`config.mk`:
```
export PLATFORM = sky130hd
export DESIGN_NAME = fcs_host
export DESIGN_NICKNAME = d
export VERILOG_FILES = /design/src/verilog/fcs_pkg.sv /design/src/verilog/fcs_cycle.sv /design/src/verilog/fcs_host.sv
export VERILOG_INCLUDE_DIRS = /design/src /design/src/verilog
export SDC_FILE = /design/constraint.sdc
export NUM_CORES = 1
export LEC_CHECK = 0
export BUFFER_PORTS_ARGS = -buffer_cell sky130_fd_sc_hd__buf_2
export CAP_MARGIN = 20
export CORE_MARGIN = 2
export CORE_UTILIZATION = 40
export DETAILED_ROUTE_END_ITERATION = 12
export SYNTH_ARGS = -nofsm -noshare
export SYNTH_HDL_FRONTEND = slang
export SYNTH_SLANG_ARGS = --single-unit
```
`constraint.sdc`:
```
create_clock -name core_clk -period 9.2 [get_ports core_clk]
set_clock_uncertainty 0.1 [all_clocks]
set_input_delay 0.92 -clock core_clk [delete_from_list [all_inputs] [get_ports core_clk]]
set_output_delay 0.92 -clock core_clk [all_outputs]
set_load 0.01 [all_outputs]
```
`src/verilog/fcs_consts.svh`:
```
// constants for the flash command sequencer host
`ifndef FCS_CONSTS_SVH
`define FCS_CONSTS_SVH
// register offsets (byte addresses)
`define FCS_REG_CTRL 8'h00
`define FCS_REG_ADDR 8'h04
`define FCS_REG_WDATA 8'h08
`define FCS_REG_RDATA 8'h0c
`define FCS_REG_STAT 8'h10
`define FCS_REG_IRQ 8'h14
`define FCS_REG_MASK 8'h18
// ctrl fields
`define FCS_CTRL_OP_LSB 0
`define FCS_CTRL_WORD_BIT 4
`define FCS_CTRL_UNLOCK_BIT 5
// irq bits
`define FCS_IRQ_DONE 0
`define FCS_IRQ_ERR 1
// command codes
`define FCS_CMD_RESET 8'hf0
`define FCS_CMD_IDENT 8'h90
`define FCS_CMD_PROG 8'ha0
`define FCS_UNLOCK1_DATA 8'haa
`define FCS_UNLOCK2_DATA 8'h55
// unlock addresses
`define FCS_ADDR1_BYTE 20'h0aaaa
`define FCS_ADDR1_WORD 20'h05555
`define FCS_ADDR2_BYTE 20'h05555
`define FCS_ADDR2_WORD 20'h02aaa
// status bit positions
`define FCS_POLL_BIT 7
`define FCS_TOGGLE_BIT 6
`define FCS_ERR_BIT 5
// timing
`define FCS_CLK_MHZ 10
`define FCS_ERASE_WAIT_US 10
`define FCS_ERASE_WAIT_CYC (`FCS_ERASE_WAIT_US * `FCS_CLK_MHZ)
`define FCS_STROBE_CYC 2
`endif

```
`src/verilog/fcs_pkg.sv`:
```
// types for the flash command sequencer host
package fcs_pkg;
  typedef enum logic [1:0] {
    fcs_op_reset,
    fcs_op_ident,
    fcs_op_prog,
    fcs_op_read
  } fcs_op_t;
  typedef struct packed {
    logic ce_n;
    logic we_n;
    logic oe_n;
    logic [19:0] addr;
    logic [15:0] dq_out;
    logic dq_oe;
  } fcs_pins_t;
  typedef struct packed {
    logic wr;
    logic rd;
    logic [19:0] addr;
    logic [15:0] data;
  } fcs_cyc_t;
endpackage

```
`src/verilog/fcs_cycle.sv`:
```
// one asynchronous bus cycle on the flash pins
`timescale 1ns/1ps
`include "fcs_consts.svh"
module fcs_cycle (
  input wire logic core_clk,
  input wire logic rst,
  input wire fcs_pkg::fcs_cyc_t req,
  input wire logic [15:0] dq_in,
  output fcs_pkg::fcs_pins_t pins,
  output logic done,
  output logic [15:0] rdata
);
  typedef enum logic [1:0] {cy_idle, cy_setup, cy_strobe, cy_hold} fcs_cy_t;
  fcs_cy_t st_ff, nxt_st;
  logic [2:0] cnt_ff, nxt_cnt; // wide enough for the five-cycle strobe
  fcs_pkg::fcs_pins_t pins_ff, nxt_pins;
  logic done_ff, nxt_done;
  logic [15:0] rd_ff, nxt_rd;
  logic [15:0] s1_ff, s2_ff, s3_ff;

  // ===========================================
  // data pins cross in: three flops, accept when last two agree
  always_ff @(posedge core_clk or posedge rst) begin
    if (rst) begin
      s1_ff <= 16'h0000;
      s2_ff <= 16'h0000;
      s3_ff <= 16'h0000;
    end else begin
      s1_ff <= dq_in;
      s2_ff <= s1_ff;
      s3_ff <= s2_ff;
    end
  end

  // ===========================================
  // strobe sequencer: address first, then ce/we or ce/oe low, then release
  always_comb begin
    nxt_st = st_ff;
    nxt_cnt = cnt_ff;
    nxt_pins = pins_ff;
    nxt_done = 1'b0;
    nxt_rd = rd_ff;
    unique case (st_ff)
      cy_idle: begin
        if (req.wr || req.rd) begin
          nxt_pins.addr = req.addr;
          nxt_pins.dq_out = req.data;
          nxt_pins.dq_oe = req.wr;
          nxt_st = cy_setup;
        end
      end
      cy_setup: begin
        nxt_pins.ce_n = 1'b0;
        nxt_pins.we_n = pins_ff.dq_oe ? 1'b0 : 1'b1; // address taken at the later falling edge
        nxt_pins.oe_n = pins_ff.dq_oe ? 1'b1 : 1'b0;
        nxt_cnt = 3'(`FCS_STROBE_CYC + 2); // room for the read sync delay
        nxt_st = cy_strobe;
      end
      cy_strobe: begin
        if (cnt_ff == 3'h0) begin
          // data latched by the device on this rising edge
          nxt_pins.ce_n = 1'b1;
          nxt_pins.we_n = 1'b1;
          nxt_pins.oe_n = 1'b1;
          if (s2_ff == s3_ff) begin
            nxt_rd = s3_ff;
          end
          nxt_st = cy_hold;
        end else begin
          nxt_cnt = cnt_ff - 3'h1;
        end
      end
      cy_hold: begin
        nxt_pins.dq_oe = 1'b0; // data held one cycle past the strobe
        nxt_done = 1'b1;
        nxt_st = cy_idle;
      end
    endcase
  end

  always_ff @(posedge core_clk or posedge rst) begin
    if (rst) begin
      st_ff <= cy_idle;
      cnt_ff <= 3'h0;
      pins_ff <= '{ce_n: 1'b1, we_n: 1'b1, oe_n: 1'b1, addr: 20'h00000,
                   dq_out: 16'h0000, dq_oe: 1'b0};
      done_ff <= 1'b0;
      rd_ff <= 16'h0000;
    end else begin
      st_ff <= nxt_st;
      cnt_ff <= nxt_cnt;
      pins_ff <= nxt_pins;
      done_ff <= nxt_done;
      rd_ff <= nxt_rd;
    end
  end

  assign pins = pins_ff;
  assign done = done_ff;
  assign rdata = rd_ff;

  // ===========================================
  // checks
  strobe_excl_a: assert property (@(posedge core_clk) disable iff (rst)
    !(pins_ff.we_n == 1'b0 && pins_ff.oe_n == 1'b0))
    else $error("write and output strobes low together");
  drive_write_a: assert property (@(posedge core_clk) disable iff (rst)
    (pins_ff.we_n == 1'b0) |-> pins_ff.dq_oe)
    else $error("write strobe without driven data");
endmodule

```
`src/verilog/fcs_host.sv`:
```
// host controller issuing reset, identify, program and read to the flash
//
// The placing of the registers and the AXI4-Lite slave port are this design's own decisions.
`timescale 1ns/1ps
`include "fcs_consts.svh"
module fcs_host (
  input wire logic core_clk,
  input wire logic rst,
  input wire logic [7:0] awaddr,
  input wire logic awvalid,
  output logic awready,
  input wire logic [31:0] wdata,
  input wire logic [3:0] wstrb,
  input wire logic wvalid,
  output logic wready,
  output logic [1:0] bresp,
  output logic bvalid,
  input wire logic bready,
  input wire logic [7:0] araddr,
  input wire logic arvalid,
  output logic arready,
  output logic [31:0] rdata,
  output logic [1:0] rresp,
  output logic rvalid,
  input wire logic rready,
  output logic irq,
  output logic flash_ce_n,
  output logic flash_we_n,
  output logic flash_oe_n,
  output logic [19:0] flash_addr,
  output logic [15:0] flash_dq_out,
  output logic flash_dq_oe,
  input wire logic [15:0] flash_dq_in
);
  typedef enum logic [2:0] {
    sq_idle, sq_unl1, sq_unl2, sq_cmd, sq_data, sq_poll, sq_wait
  } fcs_sq_t;

  fcs_sq_t sq_ff, nxt_sq;
  fcs_pkg::fcs_cyc_t cyc_ff, nxt_cyc;
  logic [5:0] ctrl_ff, nxt_ctrl;
  logic [19:0] addr_ff, nxt_addr;
  logic [15:0] wd_ff, nxt_wd;
  logic [15:0] rd_ff, nxt_rd;
  logic [15:0] prev_ff, nxt_prev;
  logic busy_ff, nxt_busy;
  logic [1:0] irqs_ff, nxt_irqs;
  logic [1:0] mask_ff, nxt_mask;
  logic [9:0] wcnt_ff, nxt_wcnt;
  logic go_ff, nxt_go;
  logic awt_ff, nxt_awt, wt_ff, nxt_wt;
  logic [7:0] awa_ff, nxt_awa;
  logic [31:0] wdl_ff, nxt_wdl;
  logic bv_ff, nxt_bv, rv_ff, nxt_rv;
  logic [31:0] rdat_ff, nxt_rdat;
  logic [1:0] rresp_ff, nxt_rresp, bresp_ff, nxt_bresp;
  logic irq_ff;
  logic cyc_done;
  logic [15:0] cyc_rdata;
  fcs_pkg::fcs_pins_t pins;
  logic [1:0] ev_set;

  fcs_cycle fcs_cycle_i (
    .core_clk(core_clk),
    .rst(rst),
    .req(cyc_ff),
    .dq_in(flash_dq_in),
    .pins(pins),
    .done(cyc_done),
    .rdata(cyc_rdata)
  );

  // unlock and command addresses depend on bus width
  function automatic logic [19:0] unl_addr(input logic word, input logic second);
    if (second) begin
      unl_addr = word ? `FCS_ADDR2_WORD : `FCS_ADDR2_BYTE;
    end else begin
      unl_addr = word ? `FCS_ADDR1_WORD : `FCS_ADDR1_BYTE;
    end
  endfunction

  function automatic fcs_pkg::fcs_cyc_t wr_cyc(input logic [19:0] a, input logic [15:0] d);
    wr_cyc = '{wr: 1'b1, rd: 1'b0, addr: a, data: d};
  endfunction

  // ===========================================
  // command sequencer
  always_comb begin
    nxt_sq = sq_ff;
    nxt_cyc = '{wr: 1'b0, rd: 1'b0, addr: 20'h00000, data: 16'h0000};
    nxt_rd = rd_ff;
    nxt_prev = prev_ff;
    nxt_busy = busy_ff;
    nxt_wcnt = wcnt_ff;
    ev_set = 2'b00;
    unique case (sq_ff)
      sq_idle: begin
        if (go_ff) begin
          nxt_busy = 1'b1;
          if (ctrl_ff[1:0] == 2'(fcs_pkg::fcs_op_read)) begin
            nxt_cyc = '{wr: 1'b0, rd: 1'b1, addr: addr_ff, data: 16'h0000};
            nxt_sq = sq_data;
          end else if (ctrl_ff[1:0] != 2'(fcs_pkg::fcs_op_reset) || ctrl_ff[5]) begin
            nxt_cyc = wr_cyc(unl_addr(ctrl_ff[4], 1'b0), 16'(`FCS_UNLOCK1_DATA));
            nxt_sq = sq_unl1;
          end else begin
            nxt_cyc = wr_cyc(addr_ff, 16'(`FCS_CMD_RESET));
            nxt_sq = sq_cmd;
          end
        end
      end
      sq_unl1: if (cyc_done) begin
        nxt_cyc = wr_cyc(unl_addr(ctrl_ff[4], 1'b1), 16'(`FCS_UNLOCK2_DATA));
        nxt_sq = sq_unl2;
      end
      sq_unl2: if (cyc_done) begin
        unique case (ctrl_ff[1:0])
          2'(fcs_pkg::fcs_op_ident): nxt_cyc = wr_cyc(unl_addr(ctrl_ff[4], 1'b0),
                                                     16'(`FCS_CMD_IDENT));
          2'(fcs_pkg::fcs_op_prog): nxt_cyc = wr_cyc(unl_addr(ctrl_ff[4], 1'b0),
                                                    16'(`FCS_CMD_PROG));
          default: nxt_cyc = wr_cyc(addr_ff, 16'(`FCS_CMD_RESET));
        endcase
        nxt_sq = sq_cmd;
      end
      sq_cmd: if (cyc_done) begin
        if (ctrl_ff[1:0] == 2'(fcs_pkg::fcs_op_prog)) begin
          nxt_cyc = wr_cyc(addr_ff, wd_ff);
          nxt_sq = sq_data;
        end else begin
          nxt_wcnt = 10'(`FCS_ERASE_WAIT_CYC); // settle before trusting reads
          nxt_sq = sq_wait;
        end
      end
      sq_data: if (cyc_done) begin
        if (cyc_ff.rd || ctrl_ff[1:0] != 2'(fcs_pkg::fcs_op_prog)) begin
          nxt_rd = cyc_rdata;
          nxt_busy = 1'b0;
          ev_set[`FCS_IRQ_DONE] = 1'b1;
          nxt_sq = sq_idle;
        end else begin
          nxt_prev = 16'h0000;
          nxt_cyc = '{wr: 1'b0, rd: 1'b1, addr: addr_ff, data: 16'h0000};
          nxt_sq = sq_poll;
        end
      end
      sq_poll: if (cyc_done) begin
        nxt_rd = cyc_rdata;
        nxt_prev = cyc_rdata;
        // toggle flag still moving means the program is still running
        if (prev_ff != 16'h0000 && cyc_rdata[`FCS_TOGGLE_BIT] == prev_ff[`FCS_TOGGLE_BIT]) begin
          nxt_busy = 1'b0;
          ev_set[`FCS_IRQ_DONE] = 1'b1;
          nxt_sq = sq_idle;
        end else if (cyc_rdata[`FCS_ERR_BIT] && prev_ff != 16'h0000) begin
          nxt_busy = 1'b0; // failure: software then issues reset to clear it
          ev_set[`FCS_IRQ_ERR] = 1'b1;
          nxt_sq = sq_idle;
        end else begin
          nxt_prev = cyc_rdata | 16'h8000; // nonzero marks a first sample taken
          nxt_cyc = '{wr: 1'b0, rd: 1'b1, addr: addr_ff, data: 16'h0000};
        end
      end
      sq_wait: begin
        if (wcnt_ff == 10'h000) begin
          nxt_busy = 1'b0;
          ev_set[`FCS_IRQ_DONE] = 1'b1;
          nxt_sq = sq_idle;
        end else begin
          nxt_wcnt = wcnt_ff - 10'h001;
        end
      end
      default: nxt_sq = sq_idle;
    endcase
  end

  always_ff @(posedge core_clk or posedge rst) begin
    if (rst) begin
      sq_ff <= sq_idle;
      cyc_ff <= '{wr: 1'b0, rd: 1'b0, addr: 20'h00000, data: 16'h0000};
      rd_ff <= 16'h0000;
      prev_ff <= 16'h0000;
      busy_ff <= 1'b0;
      wcnt_ff <= 10'h000;
    end else begin
      sq_ff <= nxt_sq;
      cyc_ff <= nxt_cyc;
      rd_ff <= nxt_rd;
      prev_ff <= nxt_prev;
      busy_ff <= nxt_busy;
      wcnt_ff <= nxt_wcnt;
    end
  end

  // ===========================================
  // axi4-lite slave: registers, sticky irq, mask
  logic wr_fire, rd_fire;
  assign wr_fire = awt_ff && wt_ff && !bv_ff;
  assign rd_fire = arvalid && !rv_ff;

  always_comb begin
    nxt_awt = awt_ff || awvalid;
    nxt_awa = (awvalid && !awt_ff) ? awaddr : awa_ff;
    nxt_wt = wt_ff || wvalid;
    nxt_wdl = (wvalid && !wt_ff) ? wdata : wdl_ff;
    nxt_bv = bv_ff && !bready;
    nxt_bresp = bresp_ff;
    nxt_ctrl = ctrl_ff;
    nxt_addr = addr_ff;
    nxt_wd = wd_ff;
    nxt_mask = mask_ff;
    nxt_go = 1'b0;
    nxt_irqs = irqs_ff;
    if (wr_fire) begin
      nxt_awt = 1'b0;
      nxt_wt = 1'b0;
      nxt_bv = 1'b1;
      nxt_bresp = 2'h0;
      unique case (awa_ff)
        `FCS_REG_CTRL: if (!busy_ff) begin
          nxt_ctrl = wdl_ff[5:0];
          nxt_go = 1'b1;
        end
        `FCS_REG_ADDR: nxt_addr = wdl_ff[19:0];
        `FCS_REG_WDATA: nxt_wd = wdl_ff[15:0];
        `FCS_REG_IRQ: nxt_irqs = irqs_ff & ~wdl_ff[1:0];
        `FCS_REG_MASK: nxt_mask = wdl_ff[1:0];
        `FCS_REG_RDATA, `FCS_REG_STAT: ;
        default: nxt_bresp = 2'h2;
      endcase
    end
    nxt_irqs = nxt_irqs | ev_set; // a set in the clear cycle wins
    nxt_rv = rv_ff && !rready;
    nxt_rdat = rdat_ff;
    nxt_rresp = rresp_ff;
    if (rd_fire) begin
      nxt_rv = 1'b1;
      nxt_rresp = 2'h0;
      unique case (araddr)
        `FCS_REG_CTRL: nxt_rdat = {26'h0000000, ctrl_ff};
        `FCS_REG_ADDR: nxt_rdat = {12'h000, addr_ff};
        `FCS_REG_WDATA: nxt_rdat = {16'h0000, wd_ff};
        `FCS_REG_RDATA: nxt_rdat = {16'h0000, rd_ff};
        `FCS_REG_STAT: nxt_rdat = {29'h00000000, sq_ff == sq_wait, irqs_ff[1], busy_ff};
        `FCS_REG_IRQ: nxt_rdat = {30'h00000000, irqs_ff};
        `FCS_REG_MASK: nxt_rdat = {30'h00000000, mask_ff};
        default: begin
          nxt_rdat = 32'h00000000;
          nxt_rresp = 2'h2;
        end
      endcase
    end
  end

  always_ff @(posedge core_clk or posedge rst) begin
    if (rst) begin
      awt_ff <= 1'b0; awa_ff <= 8'h00; wt_ff <= 1'b0; wdl_ff <= 32'h00000000;
      bv_ff <= 1'b0; bresp_ff <= 2'h0; rv_ff <= 1'b0; rdat_ff <= 32'h00000000;
      rresp_ff <= 2'h0; ctrl_ff <= 6'h00; addr_ff <= 20'h00000; wd_ff <= 16'h0000;
      mask_ff <= 2'h0; irqs_ff <= 2'h0; go_ff <= 1'b0; irq_ff <= 1'b0;
    end else begin
      awt_ff <= nxt_awt; awa_ff <= nxt_awa; wt_ff <= nxt_wt; wdl_ff <= nxt_wdl;
      bv_ff <= nxt_bv; bresp_ff <= nxt_bresp; rv_ff <= nxt_rv; rdat_ff <= nxt_rdat;
      rresp_ff <= nxt_rresp; ctrl_ff <= nxt_ctrl; addr_ff <= nxt_addr; wd_ff <= nxt_wd;
      mask_ff <= nxt_mask; irqs_ff <= nxt_irqs; go_ff <= nxt_go;
      irq_ff <= |(nxt_irqs & nxt_mask);
    end
  end

  // ===========================================
  // outputs
  assign awready = !awt_ff;
  assign wready = !wt_ff;
  assign bvalid = bv_ff;
  assign bresp = bresp_ff;
  assign arready = !rv_ff;
  assign rvalid = rv_ff;
  assign rdata = rdat_ff;
  assign rresp = rresp_ff;
  assign irq = irq_ff;
  assign flash_ce_n = pins.ce_n;
  assign flash_we_n = pins.we_n;
  assign flash_oe_n = pins.oe_n;
  assign flash_addr = pins.addr;
  assign flash_dq_out = pins.dq_out;
  assign flash_dq_oe = pins.dq_oe;

  // ===========================================
  // checks
  // irq level expected one edge later unless a register write intervened
  logic irq_exp;
  assign irq_exp = |(irqs_ff & mask_ff) || |(ev_set & mask_ff);
  reset_cmd_a: assert property (@(posedge core_clk) disable iff (rst)
    (sq_ff == sq_cmd && cyc_ff.wr && ctrl_ff[1:0] == 2'(fcs_pkg::fcs_op_reset))
    |-> cyc_ff.data == 16'(`FCS_CMD_RESET))
    else $error("reset command value wrong");
  unlock_one_a: assert property (@(posedge core_clk) disable iff (rst)
    (sq_ff == sq_unl1 && cyc_ff.wr) |-> cyc_ff.data == 16'(`FCS_UNLOCK1_DATA))
    else $error("first unlock data wrong");
  unlock_two_a: assert property (@(posedge core_clk) disable iff (rst)
    (sq_ff == sq_unl2 && cyc_ff.wr) |-> cyc_ff.addr == unl_addr(ctrl_ff[4], 1'b1))
    else $error("second unlock address wrong");
  ident_cmd_a: assert property (@(posedge core_clk) disable iff (rst)
    (sq_ff == sq_cmd && cyc_ff.wr && ctrl_ff[1:0] == 2'(fcs_pkg::fcs_op_ident))
    |-> cyc_ff.data == 16'(`FCS_CMD_IDENT))
    else $error("identify command wrong");
  prog_cmd_a: assert property (@(posedge core_clk) disable iff (rst)
    (sq_ff == sq_cmd && cyc_ff.wr && ctrl_ff[1:0] == 2'(fcs_pkg::fcs_op_prog))
    |-> cyc_ff.data == 16'(`FCS_CMD_PROG))
    else $error("program command wrong");
  prog_data_a: assert property (@(posedge core_clk) disable iff (rst)
    (sq_ff == sq_cmd && cyc_done && ctrl_ff[1:0] == 2'(fcs_pkg::fcs_op_prog))
    |=> cyc_ff.wr && cyc_ff.addr == addr_ff && cyc_ff.data == wd_ff)
    else $error("program data cycle wrong");
  settle_wait_a: assert property (@(posedge core_clk) disable iff (rst)
    (sq_ff == sq_cmd && cyc_done && ctrl_ff[1:0] != 2'(fcs_pkg::fcs_op_prog))
    |=> sq_ff == sq_wait [*8])
    else $error("settle wait cut short");
  irq_level_a: assert property (@(posedge core_clk) disable iff (rst)
    (irq == $past(irq_exp)) || $past(wr_fire))
    else $error("irq does not follow masked status");
  c_prog: cover property (@(posedge core_clk) disable iff (rst)
    sq_ff == sq_poll ##[1:300] sq_ff == sq_idle);
  c_ident: cover property (@(posedge core_clk) disable iff (rst)
    sq_ff == sq_cmd && ctrl_ff[1:0] == 2'(fcs_pkg::fcs_op_ident));
  c_err: cover property (@(posedge core_clk) disable iff (rst) ev_set[`FCS_IRQ_ERR]);
endmodule

```
Word-level counts from Yosys, hierarchy flattened:

Index checks and enable logic that the tools add are counted.

* reductions and logical operators: 50
* bitwise logic cells: 5
* equality and inequality tests: 42
* add/sub/neg operators: 2
* muxes and demuxes: 87

Operators by type and width (count)
* two-way mux 38 bit: 6
* case mux 38 bit (6 select lines): 1
* two-way mux 37 bit: 5
* two-way mux 16 bit: 9
* case mux 20 bit (7 select lines): 1
* case mux 36 bit (2 select lines): 1
* case mux 16 bit (2 select lines): 2
* equality test 8 x 5 -> 1 bit, second input constant: 6
* two-way mux 3 bit: 13
* two-way mux 36 bit: 1
* equality test 8 x 4 -> 1 bit, second input constant: 4
* two-way mux 10 bit: 3
* two-way mux 1 bit: 25
* two-way mux 2 bit: 11
* case mux 3 bit (7 select lines): 1
* case mux 10 bit (2 select lines): 1
* equality test 16 bit: 1
* equality test 8 x 3 -> 1 bit, second input constant: 2
* zero test 8 bit: 2
* inequality test 2 bit, second input constant: 8
* nonzero test 16 bit: 1
* two-way mux 15 bit: 1
* inequality test 2 x 1 -> 1 bit, second input constant: 7
* AND reduction 2 bit: 7
* 32 further kinds: 67

* bits in registers: 310
* word-level logic and storage cells: 224

Depth between registers and ports, before layout:

Gate-level depths: netlist of the first run.

* depth after elaboration: 9
* mapped depth: 8
* gate-level depth less buffers: 7

By module:

From an unflattened synthesis of the first run, not the netlist that was laid out.

* cells, all modules: 862
* area total of the unflattened synthesis: 11915.2 µm²

Modules (own cells, without submodules)
* fcs_host: cells an instance 631, times used 1, area each 8085.3 µm²
* fcs_cycle: cells an instance 231, times used 1, area each 3829.9 µm²

Worst setup path after synthesis of the first run:

OpenSTA, ideal clock, no wires.

* path type: reg-to-reg
* start: register ctrl_ff[0]
* end: register rd_ff[0]
* path buffers: 2
* path slack: 6.693 ns
* cell stages (with the launch flop): 9
* data arrival time: 2.282 ns
* library setup time: 0.125 ns
* cell sequence: dfrtp_1 > inv_1 > ha_1 > nor2b_1 > and3_1 > or3_1 > clkbuf_1 > buf_1 > mux2_2

* cells in the longest elaborated chain, start to end: 4

Ends and longest elaborated chain
* start: declaration: RTL line fcs_host.sv:41 `logic [5:0] ctrl_ff, nxt_ctrl;`
* start signal: assignment: RTL line fcs_host.sv:264 `rresp_ff <= nxt_rresp; ctrl_ff <= nxt_ctrl; addr_ff <= nxt_addr; wd_ff <= nxt_wd;`
* inequality test 2 bit: RTL line fcs_host.sv:136 `if (cyc_ff.rd || ctrl_ff[1:0] != 2'(fcs_pkg::fcs_op_prog)) begin`
* logical OR 1 bit: RTL line fcs_host.sv:136
* inequality test 2 bit (no line)
* AND reduction 4 bit (no line)
* end signal: assignment: RTL line fcs_host.sv:188 `rd_ff <= nxt_rd;`
* end: declaration: RTL line fcs_host.sv:44 `logic [15:0] rd_ff, nxt_rd;`

No other way between the ends.
A chain may end at the register's enable or synchronous reset.

Final worst setup path of the first run:

* start: register awa_ff[0]
* end: register addr_ff[7]

* cells in the longest elaborated chain, start to end: 2

Ends and longest elaborated chain
* start: declaration: RTL line fcs_host.sv:52 `logic [7:0] awa_ff, nxt_awa;`
* start signal: assignment: RTL line fcs_host.sv:262 `awt_ff <= nxt_awt; awa_ff <= nxt_awa; wt_ff <= nxt_wt; wdl_ff <= nxt_wdl;`
* equality test 8 x 3 -> 1 bit: RTL line fcs_host.sv:219 `unique case (awa_ff)`
* AND reduction 2 bit (no line)
* end signal: assignment: RTL line fcs_host.sv:264
* end: declaration: RTL line fcs_host.sv:42 `logic [19:0] addr_ff, nxt_addr;`

No other way between the ends.

==> flow_summary.ini, run 1 <==
[synthesis]
synth_top_family_by_area = multiplexers
synth_xor_area_share_pct = 1.78
synth_seq_cells = 296
synth_fa_ha_area_share_pct = 1.49
synth_mux_area_share_pct = 13.7
synth-simple-area-share_pct = 7.95
synth.top_cells.by_area = dfrtp_1, mux2_2, nand2_1
yosys.area.top_type = dfrtp_1
synth_cells = 882
synth.distinct_cells = 65
synth_edf_count = 0
ys_warn_count = 0
synth_top_area_share_pct = 62.2
synth-seq-area-share_pct = 62.9
synth.cell_area_mm2 = 0.0118
synth_area_per_cell_um2 = 13.4
synth_ff_type = dfrtp_1
async_flop_share_pct = 100
synth_compound_area_share_pct = 9.20

[floorplan]
io_pins = 157
die_h_um = 176
rows = 62
dieArea_mm2 = 0.0309
initial_core_util_pct = 40.9
core_mm2 = 0.0289
die-width_um = 176

[clock_network]
clk_latency_ns = 0.56
root_buffer = clkbuf_16
cts_tree = built
numCtsBuffers = 31
hold_buffers = 0
cts_buffer_depth = 3
cts-resized-gates = 0
path_clk_slew_ns = 0.06
postCtsSetupRepairBufs = 0
cts.sinks = 296
h-tree-depth = 1

[setup_path]
max_stage_delay_ns = 0.63
critPathMaxFanout = 20
cp.required_ns = 9.55
criticalPathCategory = reg -> reg
startpoint = awa_ff[0]$_DFFE_PP0P_
critical_path_arrival_ns = 3.31
timing.rr.start = awa_ff[0]$_DFFE_PP0P_
startpoint_type = flop
slowest_stage = nand2_1
crit_path_end_kind = flop
crit_path_cell_trace = or4_4 -> or3_1 -> nor3_1 -> nand2_1 -> mux2_2

[timing]
finalCriticalPeriod_ns = 2.97
slew_headroom_pct = 28.1
final.setup.tns_ns = 0
period_share_pct = 32.2
timing_worst_slew_pin_value_ns = 1.07
finalHoldViolations = 0
slew_violations = 0
fmax_mhz = 337
setup_viol = 0
rsz0062_at_grt = no

[min_path]
min_from = fcs_cycle_i.s1_ff[8]$_DFF_PP0_
holdCritPathClass = reg -> reg

[placed_design]
dpl_cell_area_mm2 = 0.0128
gp_congestion = 0.832
dp.cells = 1361
numPortBuffers = 126
dpl.hpwl_mm = 17.2

[global_route]
grt.total_usage_pct = 16.7
grt_antenna_before_repair = 0
grt_pass1_wl_mm = 40.9
grt_start_max_net_pins = 174
grt_pass1_vias = 7349
grt_overflow = 0

[final_layout]
layout_commonest_cell = dfrtp_1
ff_latch_area_mm2 = 0.00741
final_cell_mix = dfrtp_1, mux2_2, buf_2
num_antenna_cells = 0
multi_input_area_mm2 = 0.00410
fin_nets = 1099
fin_cells = 1418
synthToLayoutAreaGrowth_pct = 17.3
fin_area_mm2 = 0.0138
nFillCells = 2584
drive_gt1_share_pct = 33.6

[routing]
remaining_drc_errors = 0
dr.pass1.iters = 5
vias_per_cell = 5.15
ant_nets = 0
drt_wl_total_mm = 25.4
drtIter0Drc = 447
routedWlPerCell_um = 17.9
num_vias = 7297

[pwr]
power_density_mw_per_mm2 = 259
vdd_ir_drop_max_v = 0.000134
power.leakage_uw = 0.00679

[status]
status = complete, no violations

[job]
max_cap_viol_count = 0
## path summary, 6_finish.rpt
| path | endpoint | slack, ns | cells after the start |
|---|---|---|---|
| setup / recovery | addr_ff[7]$_DFFE_PP0P_ | 6.23 | 5 |
| setup reg to reg | addr_ff[7]$_DFFE_PP0P_ | 6.23 | 5 |
| max in group asynchronous | wcnt_ff[5]$_DFFE_PP0P_ | 7.24 | 3 |
| min in group asynchronous | awa_ff[6]$_DFFE_PP0P_ | 0.43 | 2 |
| hold / removal | fcs_cycle_i.s2_ff[8]$_DFF_PP0_ | 0.25 | 0 |
| hold reg to reg | fcs_cycle_i.s2_ff[8]$_DFF_PP0_ | 0.25 | 0 |
## registers in the layout (all words and copies together), names as in the netlist, 3 cells and up
| register | flops |
|---|---|
| rdata | 20 |
| rd_ff | 16 |
| fcs_cycle_i.s3_ff | 16 |
| prev_ff | 16 |
| sq_ff | 3 |
| wdl_ff | 20 |
| awa_ff | 8 |
| fcs_cycle_i.rdata | 16 |
| fcs_cycle_i.pins | 40 |
| cyc_ff | 38 |
| wcnt_ff | 10 |
| fcs_cycle_i.s1_ff | 16 |
| wd_ff | 16 |
| fcs_cycle_i.s2_ff | 16 |
| ctrl_ff | 6 |
| addr_ff | 20 |
| fcs_cycle_i.cnt_ff | 3 |
## cells by family (layout without fill, tap and decap cells)
family          after synthesis  count (layout)
other cells                   1              14
compound gates              148             148
flops                       296             296
xor+xnor                     24              24
fa+ha+maj                    14              14
buf+inv                      74             213
mux                         144             144
simple gates                181             181
## final cells by class
| class | instances | area share [%] |
|---|---|---|
| clock inverters | 15 | 0.977 |
| well taps | 384 | 3.47 |
| clock buffers | 42 | 6.49 |
| flip-flops and latches | 296 | 53.6 |
| multi-input cells | 525 | 29.7 |
| inverters | 20 | 0.597 |
| repair buffers | 136 | 5.22 |
## Yosys cell counts, types with 5 or more instances
| library cell | n |
|---|---|
| a21o_1 | 6 |
| a21oi_1 | 12 |
| a222oi_1 | 13 |
| a22o_1 | 22 |
| and2_1 | 10 |
| buf_2 | 5 |
| buf_4 | 14 |
| clkbuf_1 | 29 |
| dfrtp_1 | 293 |
| ha_1 | 14 |
| inv_1 | 20 |
| mux2_2 | 141 |
| nand2_1 | 57 |
| nand2b_1 | 6 |
| nand3_1 | 13 |
| nor2_1 | 30 |
| nor2b_1 | 11 |
| nor3_1 | 13 |
| nor4_1 | 9 |
| o211ai_1 | 6 |
| o21a_1 | 18 |
| o21ai_0 | 35 |
| o31ai_1 | 6 |
| or3_1 | 5 |
| xnor2_1 | 7 |
| xor2_1 | 17 |
## layer usage
metal | vias up | GRT usage (%) | wire length (um)
li1 | 3394 | - | -
met1 | 3666 | 23.9 | 11700
met2 | 196 | 26.2 | 11600
met3 | 41 | 2.90 | 1420
met4 | 0 | 4.96 | 693
met5 | - | 0 | 0
## power by group
part           total (uW)  internal [uW]  switching, uW  leakage, uW
Combinational         613            296            317      0.00238
Clock                1240            736            503     0.000519
Sequential           1720           1510            213      0.00389
Total                3580           2540           1030      0.00679
## stage by stage
stage	util [%]	total power, uW	worst slack [ns]	hold WS [ns]
4_1_cts	47.9	3610	6.23	0.248
5_1_grt	47.9	3770	6.04	0.250
2_1_floorplan	-	2150	0.00915	0.231
3_5_place_dp	44.3	2360	5.91	0.235
3_3_place_gp	44.3	2350	5.91	0.232
6_report	47.9	3580	6.23	0.246
## worst max-delay path: cells and delay by family, from the launching register on
kind	cells	cell delay (ns)
DFF	1	0.38
muxes	1	0.54
and+or+nand+nor	4	1.83
(Power assumes the default switching activity.)
==> inputs of run 2 (changes only) <==
--- a/config.mk
+++ b/config.mk
@@ -6,6 +6,7 @@
 export SDC_FILE = /design/constraint.sdc
 export NUM_CORES = 1
 export LEC_CHECK = 0
+export ABC_AREA = 1
 export BUFFER_PORTS_ARGS = -buffer_cell sky130_fd_sc_hd__buf_2
 export CAP_MARGIN = 20
 export CORE_MARGIN = 2
==> constraint.sdc (replaced) <==
create_clock -name core_clk -period 2.8 [get_ports core_clk]
set_clock_uncertainty 0.1 [all_clocks]
set_input_delay 0.28 -clock core_clk [delete_from_list [all_inputs] [get_ports core_clk]]
set_output_delay 0.28 -clock core_clk [all_outputs]
set_load 0.01 [all_outputs]
==> run 2 against run 1 <==
Against the previous run: synthesized area rose by 6.8%; first-iteration DRC count rose by 48%; critical path depth rose by 4; maximum frequency rose by 27%; routed wire length rose by 17%; core utilization rose by 0.87 points; non-clock buffer count rose by 55; worst setup slack got worse by 5.8 ns; power rose to 3.3 times the previous value; synthesized cell count rose by 50%; largest cell class unchanged; highest routed layer unchanged.
==> flow_summary.ini, run 2 <==
[final_layout]
largest_register_ffs = 40
fin_util_pct = 48.8
num_antenna_cells = 0
fin_nets = 1591
drive_gt1_share_pct = 18.6
layout_commonest_cell = dfrtp_1
final_cell_mix = dfrtp_1, nand2_1, inv_1
fin_area_mm2 = 0.0150
nFillCells = 2911
synthToLayoutAreaGrowth_pct = 19.5

[clock_network]
root_buffer = clkbuf_16
numCtsBuffers = 31
cts.sinks = 296
path_clk_slew_ns = 0.07
cts_tree = built
postCtsSetupRepairBufs = 0
cts_buffer_depth = 3
cts-resized-gates = 0
clk_latency_ns = 0.57
h-tree-depth = 1

[global_route]
grt_overflow = 0
grt_start_max_net_pins = 113
grt_pass1_wl_mm = 48.1
grt_antenna_before_repair = 0
grt.total_usage_pct = 18.2
grt_pass1_vias = 8988

[placed_design]
gp_congestion = 0.918
dpl.hpwl_mm = 21.1
dpl_cell_area_mm2 = 0.0135
numPortBuffers = 126

[setup_path]
timing.rr.start = ctrl_ff[1]$_DFFE_PP0P_
critPathMaxFanout = 10
startpoint = ctrl_ff[1]$_DFFE_PP0P_
crit_path_end_kind = flop
critical_path_arrival_ns = 2.67
criticalPathCategory = reg -> reg
startpoint_type = flop
cp.required_ns = 3.13

[timing]
timing_worst_slew_pin_value_ns = 0.795
final.setup.tns_ns = 0
rsz0062_at_grt = no
finalCriticalPeriod_ns = 2.34
setup_viol = 0
slew_headroom_pct = 47.0
fmax_mhz = 427
finalHoldViolations = 0
period_share_pct = 83.6
slew_violations = 0

[pwr]
p_clk_share_pct = 33.5
p_sw_uw = 3720
power_density_mw_per_mm2 = 788
p_int_uw = 8140
pwr-share-seq_pct = 45.5
vdd_ir_drop_max_v = 0.000392
power.leakage_uw = 0.00756
switching_share_pct = 31.4
pwr-share-comb_pct = 21.0

[floorplan]
io_pins = 157
die_h_um = 181
die-width_um = 181
dieArea_mm2 = 0.0329
rows = 64
initial_core_util_pct = 40.8
core_mm2 = 0.0308

[synthesis]
synth_top_area_share_pct = 58.2
yosys.area.top_type = dfrtp_1
synth.cell_area_mm2 = 0.0126
yosys-top-cells-count = dfrtp_1, nand2_1, inv_1
synth_ff_type = dfrtp_1
synth.top_cells.by_area = dfrtp_1, nand2_1, o21ai_0
synth_seq_cells = 296
synth_cells = 1322
synth-seq-area-share_pct = 58.9
synth.distinct_cells = 49
synth_area_per_cell_um2 = 9.53
ys_warn_count = 0
yosysMostFrequentCell = dfrtp_1
async_flop_share_pct = 100
synth_edf_count = 0

[routing]
drtIter0Drc = 663
vias_per_cell = 4.92
dr.pass1.iters = 4
routedWlPerCell_um = 15.4
remaining_drc_errors = 0
num_vias = 9449
ant_nets = 0
drt_wl_total_mm = 29.6

[status]
status = complete, no violations

[min_path]
holdCritPathClass = in -> reg
min_from = arvalid

[job]
max_cap_viol_count = 0
==> run 2: cell types whose count changed in the layout (fill, tap and decap cells not counted), sizes merged, moves of 12 or more <==
cell / delta
mux2: -100
inv: +136
a222oi: -13
nor2: +76
xor2: -13
a21oi: +40
a22o: -22
dlygate4sd3: +51
nand3: +41
o21a: -17
nand2: +238
o21ai: +118
nand4: +26
nor3: +12
==> run 2: path summary, 6_finish.rpt <==
kind                                                   to  slack [ns]  cells past startpoint
max reg2reg                          cyc_ff[29]$_DFF_PP0_        0.46                      9
min reg2reg                fcs_cycle_i.s2_ff[0]$_DFF_PP0_        0.24                      0
max in group asynchronous            mask_ff[0]$_DFF_PP0_        1.53                      4
min                                      rvalid$_DFF_PP0_        0.19                      4
max                                  cyc_ff[29]$_DFF_PP0_        0.46                      9
min in group asynchronous            rdata[6]$_DFFE_PP0P_        0.34                      4
==> run 2: power groups by stage <==
stage | Sequential, uW | Clock [uW] | Combinational [uW]
2_1_floorplan | 5390 | 0 | 1740
3_3_place_gp | 5450 | 0 | 2370
3_5_place_dp | 5460 | 0 | 2440
4_1_cts | 5390 | 4070 | 2500
5_1_grt | 5480 | 4250 | 2840
6_report | 5400 | 3970 | 2490
==> run 2: worst max-delay path, stage by stage, from the launching register on <==
cell and delay [ns]:
dfrtp_1 0.47, inv_1 0.13, ha_1 0.50, clkinv_1 0.36
nor2_1 0.21, nor2_2 0.10, o21ai_0 0.09, nand2_1 0.07
inv_1 0.05, nand4_1 0.11
==> run 2: final cells by class <==
type | count | area, um2 | share of cell area, %
clock buffer | 45 | 908 | 6.04
tap | 396 | 495 | 3.29
multi-input combinational | 822 | 4260 | 28.3
inverter | 160 | 609 | 4.05
sequential | 296 | 7410 | 49.3
timing repair buffer | 191 | 1270 | 8.45
clock inverter | 9 | 83.8 | 0.557
==> run 2: what timing repair did <==
| item | CTS | global route |
|---|---|---|
| setup endpoints to repair | 0 | 0 |
| hold buffers | 51 | 0 |
| endpoints found under the hold margin | 276 | 0 |
==> run 2: cell families after synthesis <==
group,count (synthesis),share of synthesized area [%]
adder cells (fa/ha/maj),14,1.39
buffers and inverters,217,7.67
multiplexers,41,3.67
flip-flops,296,58.9
AO/OA/AOI/OAI,228,9.69
XOR/XNOR,9,0.626
other,1,0.0298
AND/OR/NAND/NOR,516,18.1
==> run 2: metal layers <==
metal  up-vias  routed length, um  global-route usage [%]
li1       4623                  -                       -
met1      4514              14000                    26.9
met2       264              13100                    27.7
met3        48               1860                    3.25
met4         0                630                    4.81
met5         -                  0                       0
==> run 2: through the flow <==
stage,setup WS (ns),cells,total power (uW),hold WS [ns]
2_1_floorplan,-1.51,1335,7130,0.211
3_3_place_gp,0.612,1814,7820,0.231
3_5_place_dp,0.521,1814,7900,0.235
4_1_cts,0.504,1919,12000,0.168
5_1_grt,0.263,1919,12600,0.229
6_report,0.459,1919,11900,0.194
